<file path="src/rtl/ctsc_unused_placeholder_none.sv">
// intentionally empty
`timescale 1ns/1ps
`default_nettype none
`default_nettype wire

</file>
<file path="src/shared/ctsc_pkg.sv">
// constants shared by the tag store controller and its pin sequencer
// assumes a 250 MHz clock and a clockless tag store device on the pins
`default_nettype none
package ctsc_pkg;
  localparam int unsigned CTSC_CLK_PERIOD_PS = 4000; // 250 MHz clock
  localparam int unsigned CTSC_RESET_MIN_PS = 35000; // least reset low pulse
  // least time rounds up to whole cycles
  localparam int unsigned CTSC_RESET_CYC =
    (CTSC_RESET_MIN_PS + CTSC_CLK_PERIOD_PS - 1) / CTSC_CLK_PERIOD_PS;
  localparam int unsigned CTSC_SETTLE_CYC_DEF = 25; // compare settle time, cycles
  localparam int unsigned CTSC_WRITE_CYC_DEF = 12; // write pulse width, cycles
  localparam int unsigned CTSC_INDEX_W = 9; // index pins
  localparam int unsigned CTSC_TAG_W = 8; // tag slice width
  localparam int unsigned CTSC_CNT_W = 8; // timer width
  localparam logic [CTSC_CNT_W-1:0] CTSC_CNT_ONE = 8'h01;
  typedef enum logic [1:0] {CTSC_OP_NONE, CTSC_OP_CMP, CTSC_OP_WR, CTSC_OP_CLR} ctsc_op_type;
endpackage
`default_nettype wire

</file>
<file path="src/rtl/ctsc_timer.sv">
// down counter that times each pin phase of the controller
// assumes load and load value come from the controller state machine
`timescale 1ns/1ps
`default_nettype none
module ctsc_timer
  import ctsc_pkg::*;
#(
  parameter int unsigned W = CTSC_CNT_W
)
(
  input wire logic clk,
  input wire logic arst_n,
  input wire logic load,
  input wire logic [W-1:0] load_val,
  output logic done
);
  logic [W-1:0] cnt_r; // remaining cycles

  // ************************************************
  // count down to zero after each load
  // ************************************************
  always_ff @(posedge clk or negedge arst_n)
  begin
    if (!arst_n)
    begin
      cnt_r <= '0;
    end
    else if (load)
    begin
      cnt_r <= load_val;
    end
    else if (cnt_r != '0)
    begin
      cnt_r <= cnt_r - W'(1);
    end
  end

  // done while expired; load is kept out so the caller may load on done
  // without a combinational loop through this output
  assign done = (cnt_r == '0);
endmodule
`default_nettype wire

</file>
<file path="src/rtl/ctsc_host.sv">
// controller that drives a clockless cache tag store and comparator
// through its pins: select, write control, reset, index, tag and the
// shared open-collector parity error line.
// assumes the device pins settle within the settle count; all inputs
// are synchronous to clk.
`timescale 1ns/1ps
`default_nettype none
// Contract
// RULE1 - device holds 512 nine-bit tag entries
// RULE2 - reset low at least 35 ns clears
// RULE3 - compare: select low, write control high
// RULE4 - index picks entry; compared with tag
// RULE5 - equal entry drives hit high
// RULE6 - parity failure drives error and hit low
// RULE7 - error line only pulled low, wired-or
// RULE8 - select and write low store tag
// RULE9 - error line forced low for testing
// RULE10 - stored tags never driven on pins
// RULE11 - 8-bit slice; hits combined externally
// RULE12 - device is static, no clock needed
// RULE13 - select high means no write
module ctsc_host
  import ctsc_pkg::*;
#(
  parameter int unsigned SETTLE_CYC = CTSC_SETTLE_CYC_DEF,
  parameter int unsigned WRITE_CYC = CTSC_WRITE_CYC_DEF,
  parameter int unsigned SLICES = 1
)
(
  input wire logic clk,
  input wire logic arst_n,
  // user side
  input wire logic req_valid,
  input wire ctsc_op_type req_op,
  input wire logic [CTSC_INDEX_W-1:0] req_index,
  input wire logic [SLICES*CTSC_TAG_W-1:0] req_tag,
  input wire logic force_err,
  output logic req_ready,
  output logic rsp_valid,
  output logic rsp_hit,
  output logic rsp_perr,
  // device pins
  output logic dev_sel_n,
  output logic dev_wr_n,
  output logic dev_reset_n,
  output logic [CTSC_INDEX_W-1:0] tag_index,
  output logic [SLICES*CTSC_TAG_W-1:0] tag_compare_bits,
  input wire logic [SLICES-1:0] dev_hit,
  input wire logic parity_error_n_in,
  output logic parity_error_n_out,
  output logic parity_error_n_oe
);
  // ************************************************
  // state and local signals
  // ************************************************
  typedef enum logic [2:0] {ST_IDLE, ST_CMP, ST_WSET, ST_WPULSE, ST_CLR, ST_REC} ctsc_state_type;
  ctsc_state_type state_r; // sequencer state
  ctsc_state_type state_nxt; // next state
  logic tmr_load; // start phase timer
  logic [CTSC_CNT_W-1:0] tmr_val; // phase length
  logic tmr_done; // phase over
  logic all_hit; // combined slice hits
  logic [SLICES-1:0] hit_vec; // per slice hit
  logic take; // request accepted at this edge, only while ready
  assign take = (state_r == ST_IDLE) && req_valid && req_ready;

  ctsc_timer #(.W(CTSC_CNT_W)) u_tmr (
    .clk(clk),
    .arst_n(arst_n),
    .load(tmr_load),
    .load_val(tmr_val),
    .done(tmr_done)
  );

  // ************************************************
  // slice hit combine
  // ************************************************
  // every slice must match for a full tag hit [RULE11]
  genvar gi;
  generate
    for (gi = 0; gi < SLICES; gi++)
    begin : g_slice
      assign hit_vec[gi] = dev_hit[gi];
    end
  endgenerate
  assign all_hit = &hit_vec; // [RULE11]

  // ************************************************
  // sequencer next state and timer loads
  // ************************************************
  // the device has no clock, so each phase is timed here [RULE12]
  always_comb
  begin
    state_nxt = state_r;
    tmr_load = 1'b0;
    tmr_val = CTSC_CNT_ONE;
    case (state_r)
      ST_IDLE:
      begin
        if (take)
        begin
          case (req_op)
            CTSC_OP_CMP:
            begin
              state_nxt = ST_CMP;
              tmr_load = 1'b1;
              tmr_val = CTSC_CNT_W'(SETTLE_CYC);
            end
            CTSC_OP_WR:
            begin
              state_nxt = ST_WSET;
              tmr_load = 1'b1;
              tmr_val = CTSC_CNT_ONE;
            end
            CTSC_OP_CLR:
            begin
              state_nxt = ST_CLR;
              tmr_load = 1'b1;
              tmr_val = CTSC_CNT_W'(CTSC_RESET_CYC);
            end
            default:
            begin
              state_nxt = ST_IDLE; // no operation
            end
          endcase
        end
      end
      ST_CMP:
      begin
        if (tmr_done)
        begin
          state_nxt = ST_REC;
          tmr_load = 1'b1;
        end
      end
      ST_WSET:
      begin
        // address settled before write strobe falls
        if (tmr_done)
        begin
          state_nxt = ST_WPULSE;
          tmr_load = 1'b1;
          tmr_val = CTSC_CNT_W'(WRITE_CYC);
        end
      end
      ST_WPULSE:
      begin
        if (tmr_done)
        begin
          state_nxt = ST_REC;
          tmr_load = 1'b1;
        end
      end
      ST_CLR:
      begin
        if (tmr_done)
        begin
          state_nxt = ST_REC;
          tmr_load = 1'b1;
        end
      end
      ST_REC:
      begin
        // two recovery cycles with select high between operations
        if (tmr_done)
        begin
          state_nxt = ST_IDLE;
        end
      end
      default:
      begin
        state_nxt = ST_IDLE;
      end
    endcase
  end

  // ************************************************
  // state register
  // ************************************************
  always_ff @(posedge clk or negedge arst_n)
  begin
    if (!arst_n)
    begin
      state_r <= ST_IDLE;
    end
    else
    begin
      state_r <= state_nxt;
    end
  end

  // ************************************************
  // device control pins
  // ************************************************
  // select and write control come straight from flops
  always_ff @(posedge clk or negedge arst_n)
  begin
    if (!arst_n)
    begin
      dev_sel_n <= 1'b1;
      dev_wr_n <= 1'b1;
      dev_reset_n <= 1'b1;
    end
    else
    begin
      // compare: select low with write control high [RULE3]
      // write: both low only in the pulse phase [RULE8]
      // otherwise select high so no write can occur [RULE13]
      dev_sel_n <= !(state_nxt == ST_CMP || state_nxt == ST_WSET || state_nxt == ST_WPULSE);
      dev_wr_n <= !(state_nxt == ST_WPULSE); // [RULE8]
      // clear pulse held at least the least reset width [RULE2]
      dev_reset_n <= !(state_nxt == ST_CLR);
    end
  end

  // ************************************************
  // index and tag pins
  // ************************************************
  // tag pins are only ever driven by us; stored tags never come back [RULE10]
  always_ff @(posedge clk or negedge arst_n)
  begin
    if (!arst_n)
    begin
      tag_index <= '0;
      tag_compare_bits <= '0;
    end
    else if (take)
    begin
      tag_index <= req_index; // entry pick, 512 deep [RULE1] [RULE4]
      tag_compare_bits <= req_tag; // [RULE4]
    end
  end

  // ************************************************
  // shared error line, test force
  // ************************************************
  // pulled low only, never driven high, wired-or safe [RULE7]
  always_ff @(posedge clk or negedge arst_n)
  begin
    if (!arst_n)
    begin
      parity_error_n_out <= 1'b0;
      parity_error_n_oe <= 1'b1;
    end
    else
    begin
      parity_error_n_out <= 1'b0;
      parity_error_n_oe <= !force_err; // low enable drives low [RULE9]
    end
  end

  // ************************************************
  // compare result capture
  // ************************************************
  // sampled at the end of the settle time, hit low on error [RULE5] [RULE6]
  always_ff @(posedge clk or negedge arst_n)
  begin
    if (!arst_n)
    begin
      rsp_valid <= 1'b0;
      rsp_hit <= 1'b0;
      rsp_perr <= 1'b0;
    end
    else if (state_r == ST_CMP && tmr_done)
    begin
      rsp_valid <= 1'b1;
      rsp_perr <= !parity_error_n_in; // [RULE6] [RULE9]
      rsp_hit <= all_hit && parity_error_n_in; // [RULE5]
    end
    else
    begin
      rsp_valid <= 1'b0;
    end
  end

  // ************************************************
  // request ready
  // ************************************************
  always_ff @(posedge clk or negedge arst_n)
  begin
    if (!arst_n)
    begin
      req_ready <= 1'b0;
    end
    else
    begin
      req_ready <= (state_nxt == ST_IDLE) && !take;
    end
  end
endmodule
`default_nettype wire

</file>
<file path="config.mk">
export PLATFORM = sky130hd
export DESIGN_NAME = ctsc_host
export DESIGN_NICKNAME = d
export VERILOG_FILES = /design/src/rtl/ctsc_unused_placeholder_none.sv /design/src/shared/ctsc_pkg.sv /design/src/rtl/ctsc_timer.sv /design/src/rtl/ctsc_host.sv
export SDC_FILE = /design/constraint.sdc
export NUM_CORES = 1
export LEC_CHECK = 0
export BUFFER_PORTS_ARGS = -buffer_cell sky130_fd_sc_hd__buf_4
export CORE_ASPECT_RATIO = 0.75
export CORE_UTILIZATION = 50
export DETAILED_ROUTE_END_ITERATION = 6
export GPL_TIMING_DRIVEN = 0
export PLACE_DENSITY = 0.87
export SLEW_MARGIN = 5
export SYNTH_ARGS = -nofsm -noshare
export SYNTH_HDL_FRONTEND = slang
export SYNTH_SLANG_ARGS = --single-unit
</file>
<file path="constraint.sdc">
create_clock -name clk -period 2.25 [get_ports clk]
set_clock_uncertainty 0.2 [all_clocks]
set_input_delay 0.3375 -clock clk [delete_from_list [all_inputs] [get_ports clk]]
set_output_delay 0.3375 -clock clk [all_outputs]
set_load 0.03 [all_outputs]
</file>
# Word level (Yosys, flattened, before mapping)
# Index checks and enable logic that the tools add are counted.
# op_classes
addsub	1
n_reduce_logical	21
eq_ne	12
n_mux	17
# op_table
operator	count
$pmux W5 S2	2
$mux W8	2
$eq A3 B2 Y1 const B	4
$mux W3	4
$pmux W3 S4	1
$eq A3 B3 Y1 const B	3
$pmux W3 S3	1
$logic_not A8 Y1	1
$reduce_bool A8 Y1	1
$sub A8 B1 Y8 const B	1
$eq A3 B1 Y1 const B	2
$logic_not A1 Y1	6
$logic_not A3 Y1	2
$reduce_or A3 Y1	2
$logic_and A1 B1 Y1	5
$mux W5	1
$eq A2 B2 Y1 const B	2
$mux W1	4
$mux W4	1
$reduce_or A4 Y1	1
$eq A2 B1 Y1 const B	1
$logic_or A1 B1 Y1	2
$pmux W1 S2	1
$reduce_bool A2 Y1	1
# word_totals
word_cells	63
output_inout_bits	26
input_bits	25
regBits	36

# Depth between registers and ports, before layout
# Gate-level depths: netlist of run 1.
# depth
ltp_word	9
depth_mapped	7
mapped_depth_nobuf	7

# Cells and area by module
# From an unflattened synthesis of run 1, not the netlist that was laid out.
# unflattened
hier_cells	143
area_unflattened_um2	1694.1
# by_module_without_submodules
mod	area_per_inst_um2	seq_area_each_um2	n_inst	cells_each
ctsc_host	1217.4	705.7	1	89
ctsc_timer	476.7	200.2	1	54

# Least setup slack after synthesis of run 1
# No wires, ideal clock.
# synth_path
kind	reg2reg
from	register u_tmr.cnt_r[0]
to	register u_tmr.cnt_r[4]
required_time_ps	1924
stages_incl_launch_ff	7
slack_ps	281
arrival_time_ps	1643
synth_period_minus_slack_ps	1969
path_buffers	0
setup_ps	126
cell_sequence	dfrtp_1 inv_1 ha_1 or3b_2 nor2_1 a2bb2oi_1 a21oi_1
# synth_between
elab_chain_len	4
elab_cells_between_ends	8
classes_between	add/sub: 1; mux: 4; reduce/logical: 3
# synth_rtl
item	line	source
from (decl)	ctsc_timer.sv:17	logic [W-1:0] cnt_r;
from (signal assigned)	ctsc_timer.sv:30	cnt_r <= load_val;
from (signal assigned)	ctsc_timer.sv:34	cnt_r <= cnt_r - W'(1);
branches (longest 4 deep; another with $sub A8 B1 Y8)	--	
# Several ways; the timed one is not identified. The select of a mux whose other input is x is not followed.
# A chain may end at the register's enable or synchronous reset.

# Worst setup path after layout of run 1
# layout_path
from	register u_tmr.cnt_r[5]
to	register req_ready
# layout_between
elab_chain_len	5
elab_cells_between_ends	7
classes_between	mux: 4; reduce/logical: 3
# layout_rtl
item	line	source
$logic_not A8 Y1 *	ctsc_timer.sv:40	assign done = (cnt_r == '0);
$mux W3 (on tied branches)	--	
$pmux W3 S4 *	ctsc_host.sv:97	case (state_r)
named net state_nxt[0]	ctsc_host.sv:58	ctsc_state_type state_nxt;
$logic_not A3 Y1 *	ctsc_host.sv:287	req_ready <= (state_nxt == ST_IDLE) && !take;
$logic_and A1 B1 Y1 *	ctsc_host.sv:287	
to (signal assigned)	ctsc_host.sv:287	
to (decl)	ctsc_host.sv:38	output logic req_ready,
# Mark *: on every way through the listed nets, which the timed path passes. The rest lies on a longest branch.

==> results of run 1 <==
cell type report:
class	count	area, um^2	area share [%]
plain buffers	5	30.0	1.36
clock buffers	6	82.6	3.73
clock inverters	2	10.0	0.452
inverters	8	30.0	1.36
multi-input cells	89	722	32.6
flip-flops and latches	36	906	40.9
well taps	38	47.5	2.15
repair buffers	51	388	17.5
placed cells by master (no fill, tap or decap), types with 3 or more instances in the layout:
master and count:
xnor2_1 4, nand3b_1 4, nor2_1 6, dfstp_2 4, mux2_2 17, nor3_1 4, a21oi_1 6, buf_2 3
inv_1 7, buf_4 50, nand2b_1 5, clkbuf_8 6, dfrtp_1 32, nand2_1 10
sequential cells by signal (all words and copies together) (netlist names):
name	count
req_ready	1
state_r	3
tag_compare_bits	8
rsp_valid	1
rsp_hit	1
tag_index	9
rsp_perr	1
dev_sel_n	1
dev_reset_n	1
dev_wr_n	1
parity_error_n_oe	1
u_tmr.cnt_r	8
stage by stage:
| step | util (%) | instances | setup WS [ns] | total power, uW |
|---|---|---|---|---|
| after detailed placement | 67.8 | 225 | -0.0845 | 717 |
| after floorplan | - | 138 | 0.281 | 669 |
| after CTS | 71.9 | 235 | 0.0127 | 1180 |
| after global routing | 72.9 | 235 | 0.00340 | 1210 |
| final | 72.9 | 235 | 0.113 | 1170 |
| after global placement | 67.8 | 225 | 0.0456 | 715 |
report_power, final:
group          switching (uW)  leakage, uW  internal, uW
Clock                     216    0.0000510           244
Combinational            26.0     0.000566          31.9
Sequential              0.198     0.000443           649
Total                     242      0.00106           925
timing repair:
item	in CTS	in global routing
endpoints found under the setup margin	3	26
pin swaps	0	0
hold buffers	2	0
resized for setup	2	7
endpoints found under the hold margin	33	0
logic make-up (layout without fill, tap and decap cells):
family | count (synthesis) | in the layout | synth area share [%]
other | 1 | 1 | 0.228
multiplexers | 19 | 19 | 12.8
adder cells (fa/ha/maj) | 2 | 2 | 1.52
buffers and inverters | 13 | 72 | 3.50
flip-flops | 36 | 36 | 55.0
AO/OA/AOI/OAI | 15 | 15 | 6.46
XOR/XNOR | 5 | 5 | 2.66
AND/OR/NAND/NOR | 47 | 47 | 17.8
routing by layer:
layer	wire length [um]	up-vias	global-route usage (%)
met5	0	-	0
met4	99	0	11.8
met3	129	10	5.04
met2	1900	35	39.4
met1	1500	641	28.6
li1	-	598	-
final timing paths:
kind / startpoint / endpoint / depth (start not counted)
max: u_tmr.cnt_r[5] / req_ready / 5
min reg2reg: tag_compare_bits[0] / tag_compare_bits[0] / 1
min in group asynchronous: arst_n / u_tmr.cnt_r[0] / 2
max in group asynchronous: arst_n / dev_sel_n / 2
max reg2reg: u_tmr.cnt_r[5] / req_ready / 5
min: req_op[1] / u_tmr.cnt_r[4] / 2
worst max-delay path, cell delays in order, from the launching register on:
cell,delay (ns)
dfrtp_1,0.47
or4_4,0.59
o311ai_1,0.28
and3b_2,0.27
inv_2,0.06
nor4_2,0.19
==> reports/results.ini, run 1 <==
[logic_synthesis]
synth_common_cells = dfrtp_1 (32), mux2_2 (17), nand2_1 (10)
yosys-top-cells-area = dfrtp_1 (49%), mux2_2 (12%), dfstp_2 (6.4%)
synth_area_leader_cell = dfrtp_1
yosys_warnings = 0
avgSynthCellArea_um2 = 11.9
yosysSeqAreaShare_pct = 55.0
synthCells = 138
synth-seq-cells = 36
ys_async_sr_fraction_pct = 100
synth_flop_cell = dfrtp_1
syn_nets = 165
yosysTopAreaCellShare_pct = 48.6
synth.most_common_cell = dfrtp_1
synth_edf_count = 0
syn-cell-area_um2 = 1650
synth.distinct_cells = 41

[drt]
drtIter0Drc = 71
detail-route-antenna-nets = 0
vias_per_cell = 5.46
drt-total-wl_mm = 3.63
drt_pre_antenna_iters = 4
num_vias = 1284
drc = 0
routedWlPerCell_um = 15.5

[global_routing]
track_usage_pct = 23.6
antenna_found_initial = 0
grt_max_degree = 37
grt_pass1_vias = 1330
grt_overflow = 0
grt_pass1_wl_mm = 5.96

[die]
die_w_um = 68.3
core.rowCount = 17
io-pin-count = 51
core_um2 = 3040
fp.dieH_um = 51.7
initial_utilization_pct = 54.1
die_area_um2 = 3530

[setup_path]
critPathRequiredTime_ns = 2.24
critPathArrivalTime_ns = 2.13
startpoint_type = flop
rrSetupSlack_ns = 0.11
path_max_fanout = 6
crit_type = flop to flop
endpoint_kind = flop

[place]
place_area_um2 = 2060
numPortBuffers = 49
gp_congestion = 0.799
place.detailed.hpwl_mm = 2.64

[min_path]
hp-class = input pin to flop

[finish]
syn2layout_area_growth_pct = 34.6
final_area_um2 = 2220
nNetsFinal = 223
fill_cells = 219
diodes = 0
drive_above_1_share_pct = 49.7

[sta]
hold_violations = 0
worst_slew_pin_slew_ns = 0.520
relSlewSlack_pct = 65.2
slew_violations = 0
fmax_mhz = 468
finalSetupViolCount = 0
post-route-min-period_ns = 2.14
rsz0062_at_grt = no
tns_ns = 0
fin_hold_ws_ns = 0.0704
fin_crit_sh_pct = 95.0

[flow_run]
maxCapViolCount = 0

[clock_tree]
cts-buffers-inserted = 5
cts_tree = yes
htreeDepth = 2
cts_setup_buffers = 0
clk_latency_ns = 0.28
clock-root-buffer = clkbuf_8
clkSinkCount = 36
clk_pin_slew_worst_paths_ns = 0.07
cts_buffer_depth = 2

[run_status]
outcome = complete, no violations

[power_and_ir_drop]
leakage_uw = 0.00106
ir_drop_v = 0.000433
p_per_area_nw_per_um2 = 527

(Power assumes the default switching activity.)
==> inputs of run 2 (changes only) <==
--- a/config.mk
+++ b/config.mk
@@ -10,6 +10,7 @@
 export CORE_UTILIZATION = 50
 export DETAILED_ROUTE_END_ITERATION = 6
 export GPL_TIMING_DRIVEN = 0
+export MAX_ROUTING_LAYER = met4
 export PLACE_DENSITY = 0.87
 export SLEW_MARGIN = 5
 export SYNTH_ARGS = -nofsm -noshare
==> run 2 against run 1 <==
Wire length about the same; clock power about the same; first-iteration DRC count increased by 17%; core utilization unchanged; setup slack improved by 0.0020 ns; sequential cell count unchanged; cell count unchanged; non-clock buffer count unchanged; clock-buffer cell count unchanged; combinational power about the same; global-route usage increased by 0.59 points; maximum frequency about the same; critical endpoint unchanged.
==> reports/results.ini, run 2 (same netlist as run 1, synthesis figures left out) <==
[setup_path]
critPathArrivalTime_ns = 2.13
r2r_cells = 5
endpoint_kind = flop
slowest_stage = or4_4
path_max_fanout = 6
cp_cell_sequence = or4_4 > o311ai_1 > and3b_2 > inv_2 > nor4_2
crit_type = flop to flop
startpoint_type = flop
critPathRequiredTime_ns = 2.24
slowest_delay_ns = 0.59

[power_and_ir_drop]
p_per_area_nw_per_um2 = 527
ir_drop_v = 0.000433
leakage_uw = 0.00106
total_power_uw = 1170

[sta]
worst_slew_pin_slew_ns = 0.556
slew_violations = 0
hold_violations = 0
post-route-min-period_ns = 2.13
relSlewSlack_pct = 62.8
finalSetupViolCount = 0
fmax_mhz = 468
fin_crit_sh_pct = 94.9
rsz0062_at_grt = no

[finish]
largest_reg_flops = 9
nNetsFinal = 223
drive_above_1_share_pct = 49.7
syn2layout_area_growth_pct = 34.6
fill_cells = 219
diodes = 0
top_register = tag_index
post-route-util_pct = 72.9
final_common_cell = buf_4
final_cell_mix = buf_4 (50), dfrtp_1 (32), mux2_2 (17)
top_regs = tag_index x9, tag_compare_bits x8, u_tmr.cnt_r x8

[clock_tree]
htreeDepth = 2
cts-buffers-inserted = 5
cts_buffer_depth = 2
clk_latency_ns = 0.28
clkSinkCount = 36
clk_pin_slew_worst_paths_ns = 0.07
cts_tree = yes
clock-root-buffer = clkbuf_8

[drt]
vias_per_cell = 5.45
drt_pre_antenna_iters = 4
drc = 0
wl_met1_mm = 1.50
drtIter0Drc = 83
routedWlPerCell_um = 15.5
top_layer = met4
detail-route-antenna-nets = 0
wl_met2_mm = 1.91
wl_met3_um = 121
drt-total-wl_mm = 3.63
num_vias = 1280

[die]
die_area_um2 = 3530
initial_utilization_pct = 54.1
fp.dieH_um = 51.7
die_w_um = 68.3
core.rowCount = 17
io-pin-count = 51
core_um2 = 3040

[min_path]
hp-class = input pin to flop
hold_depth = 2

[run_status]
outcome = complete, no violations

[global_routing]
grt_pass1_wl_mm = 5.97
grt_overflow = 0
track_usage_pct = 24.2
antenna_found_initial = 0
grt_max_degree = 37
grt_pass1_vias = 1333

[place]
gp_congestion = 0.810
place.detailed.hpwl_mm = 2.64
numPortBuffers = 49

[flow_run]
maxCapViolCount = 0

run 2: cell counts in the layout (fill, tap and decap cells not counted):
No cell type changed its count.
run 2: area by class of cell:
type	instances	area (um^2)	area share [%]
Clock buffer	6	82.6	3.73
Multi-Input combinational cell	89	722	32.6
Tap cell	38	47.5	2.15
Sequential cell	36	906	40.9
Inverter	8	30.0	1.36
Clock inverter	2	10.0	0.452
Timing Repair Buffer	51	388	17.5
Buffer	5	30.0	1.36
run 2: path summary, 6_finish.rpt:
path                                      from                   to  slack, ns
setup / recovery                u_tmr.cnt_r[5]            req_ready       0.12
hold / removal                       req_op[1]       u_tmr.cnt_r[4]       0.07
setup reg to reg                u_tmr.cnt_r[5]            req_ready       0.12
hold reg to reg            tag_compare_bits[0]  tag_compare_bits[0]       0.32
max in group asynchronous               arst_n             dev_wr_n       1.16
min in group asynchronous               arst_n         tag_index[3]       0.34
run 2: worst max-delay path: cells and delay by family, from the launching register on:
kind / cells / cell delay, ns
and+or+nand+nor: 3 / 1.05
buffers and inverters: 1 / 0.06
AOI/OAI and AO/OA: 1 / 0.28
DFF: 1 / 0.47
run 2: per-layer routing:
layer | up-vias | global-route usage [%]
li1 | 598 | -
met1 | 637 | 28.6
met2 | 33 | 39.2
met3 | 12 | 5.04
met4 | 0 | 11.8
met5 | - | -
run 2: metrics by stage:
| step | cell area, um^2 | std cells | setup TNS [ns] | setup slack [ns] | hold slack (ns) |
|---|---|---|---|---|---|
| 2_1_floorplan | 1650 | 138 | 0 | 0.281 | -0.158 |
| 5_1_grt | 2220 | 235 | 0 | 0.00340 | 0.0573 |
| 3_5_place_dp | 2060 | 225 | -0.184 | -0.0845 | 0.117 |
| 6_report | 2220 | 235 | 0 | 0.115 | 0.0669 |
| 3_3_place_gp | 2060 | 225 | 0 | 0.0456 | 0.106 |
| 4_1_cts | 2190 | 235 | 0 | 0.0127 | 0.0615 |
run 2: power by group:
| part | leakage [uW] | total [uW] | internal (uW) | switching (uW) |
|---|---|---|---|---|
| clock | 0.0000510 | 462 | 244 | 218 |
| sequential | 0.000443 | 649 | 649 | 0.201 |
| combinational | 0.000566 | 58.1 | 31.9 | 26.2 |
run 2: what timing repair did:
item | CTS | global route
buffers inserted | 0 | 0
cloned | 0 | 0
setup endpoints to repair | 3 | 26
hold buffers | 2 | 0
resized for setup | 2 | 7
endpoints found under the hold margin | 33 | 0
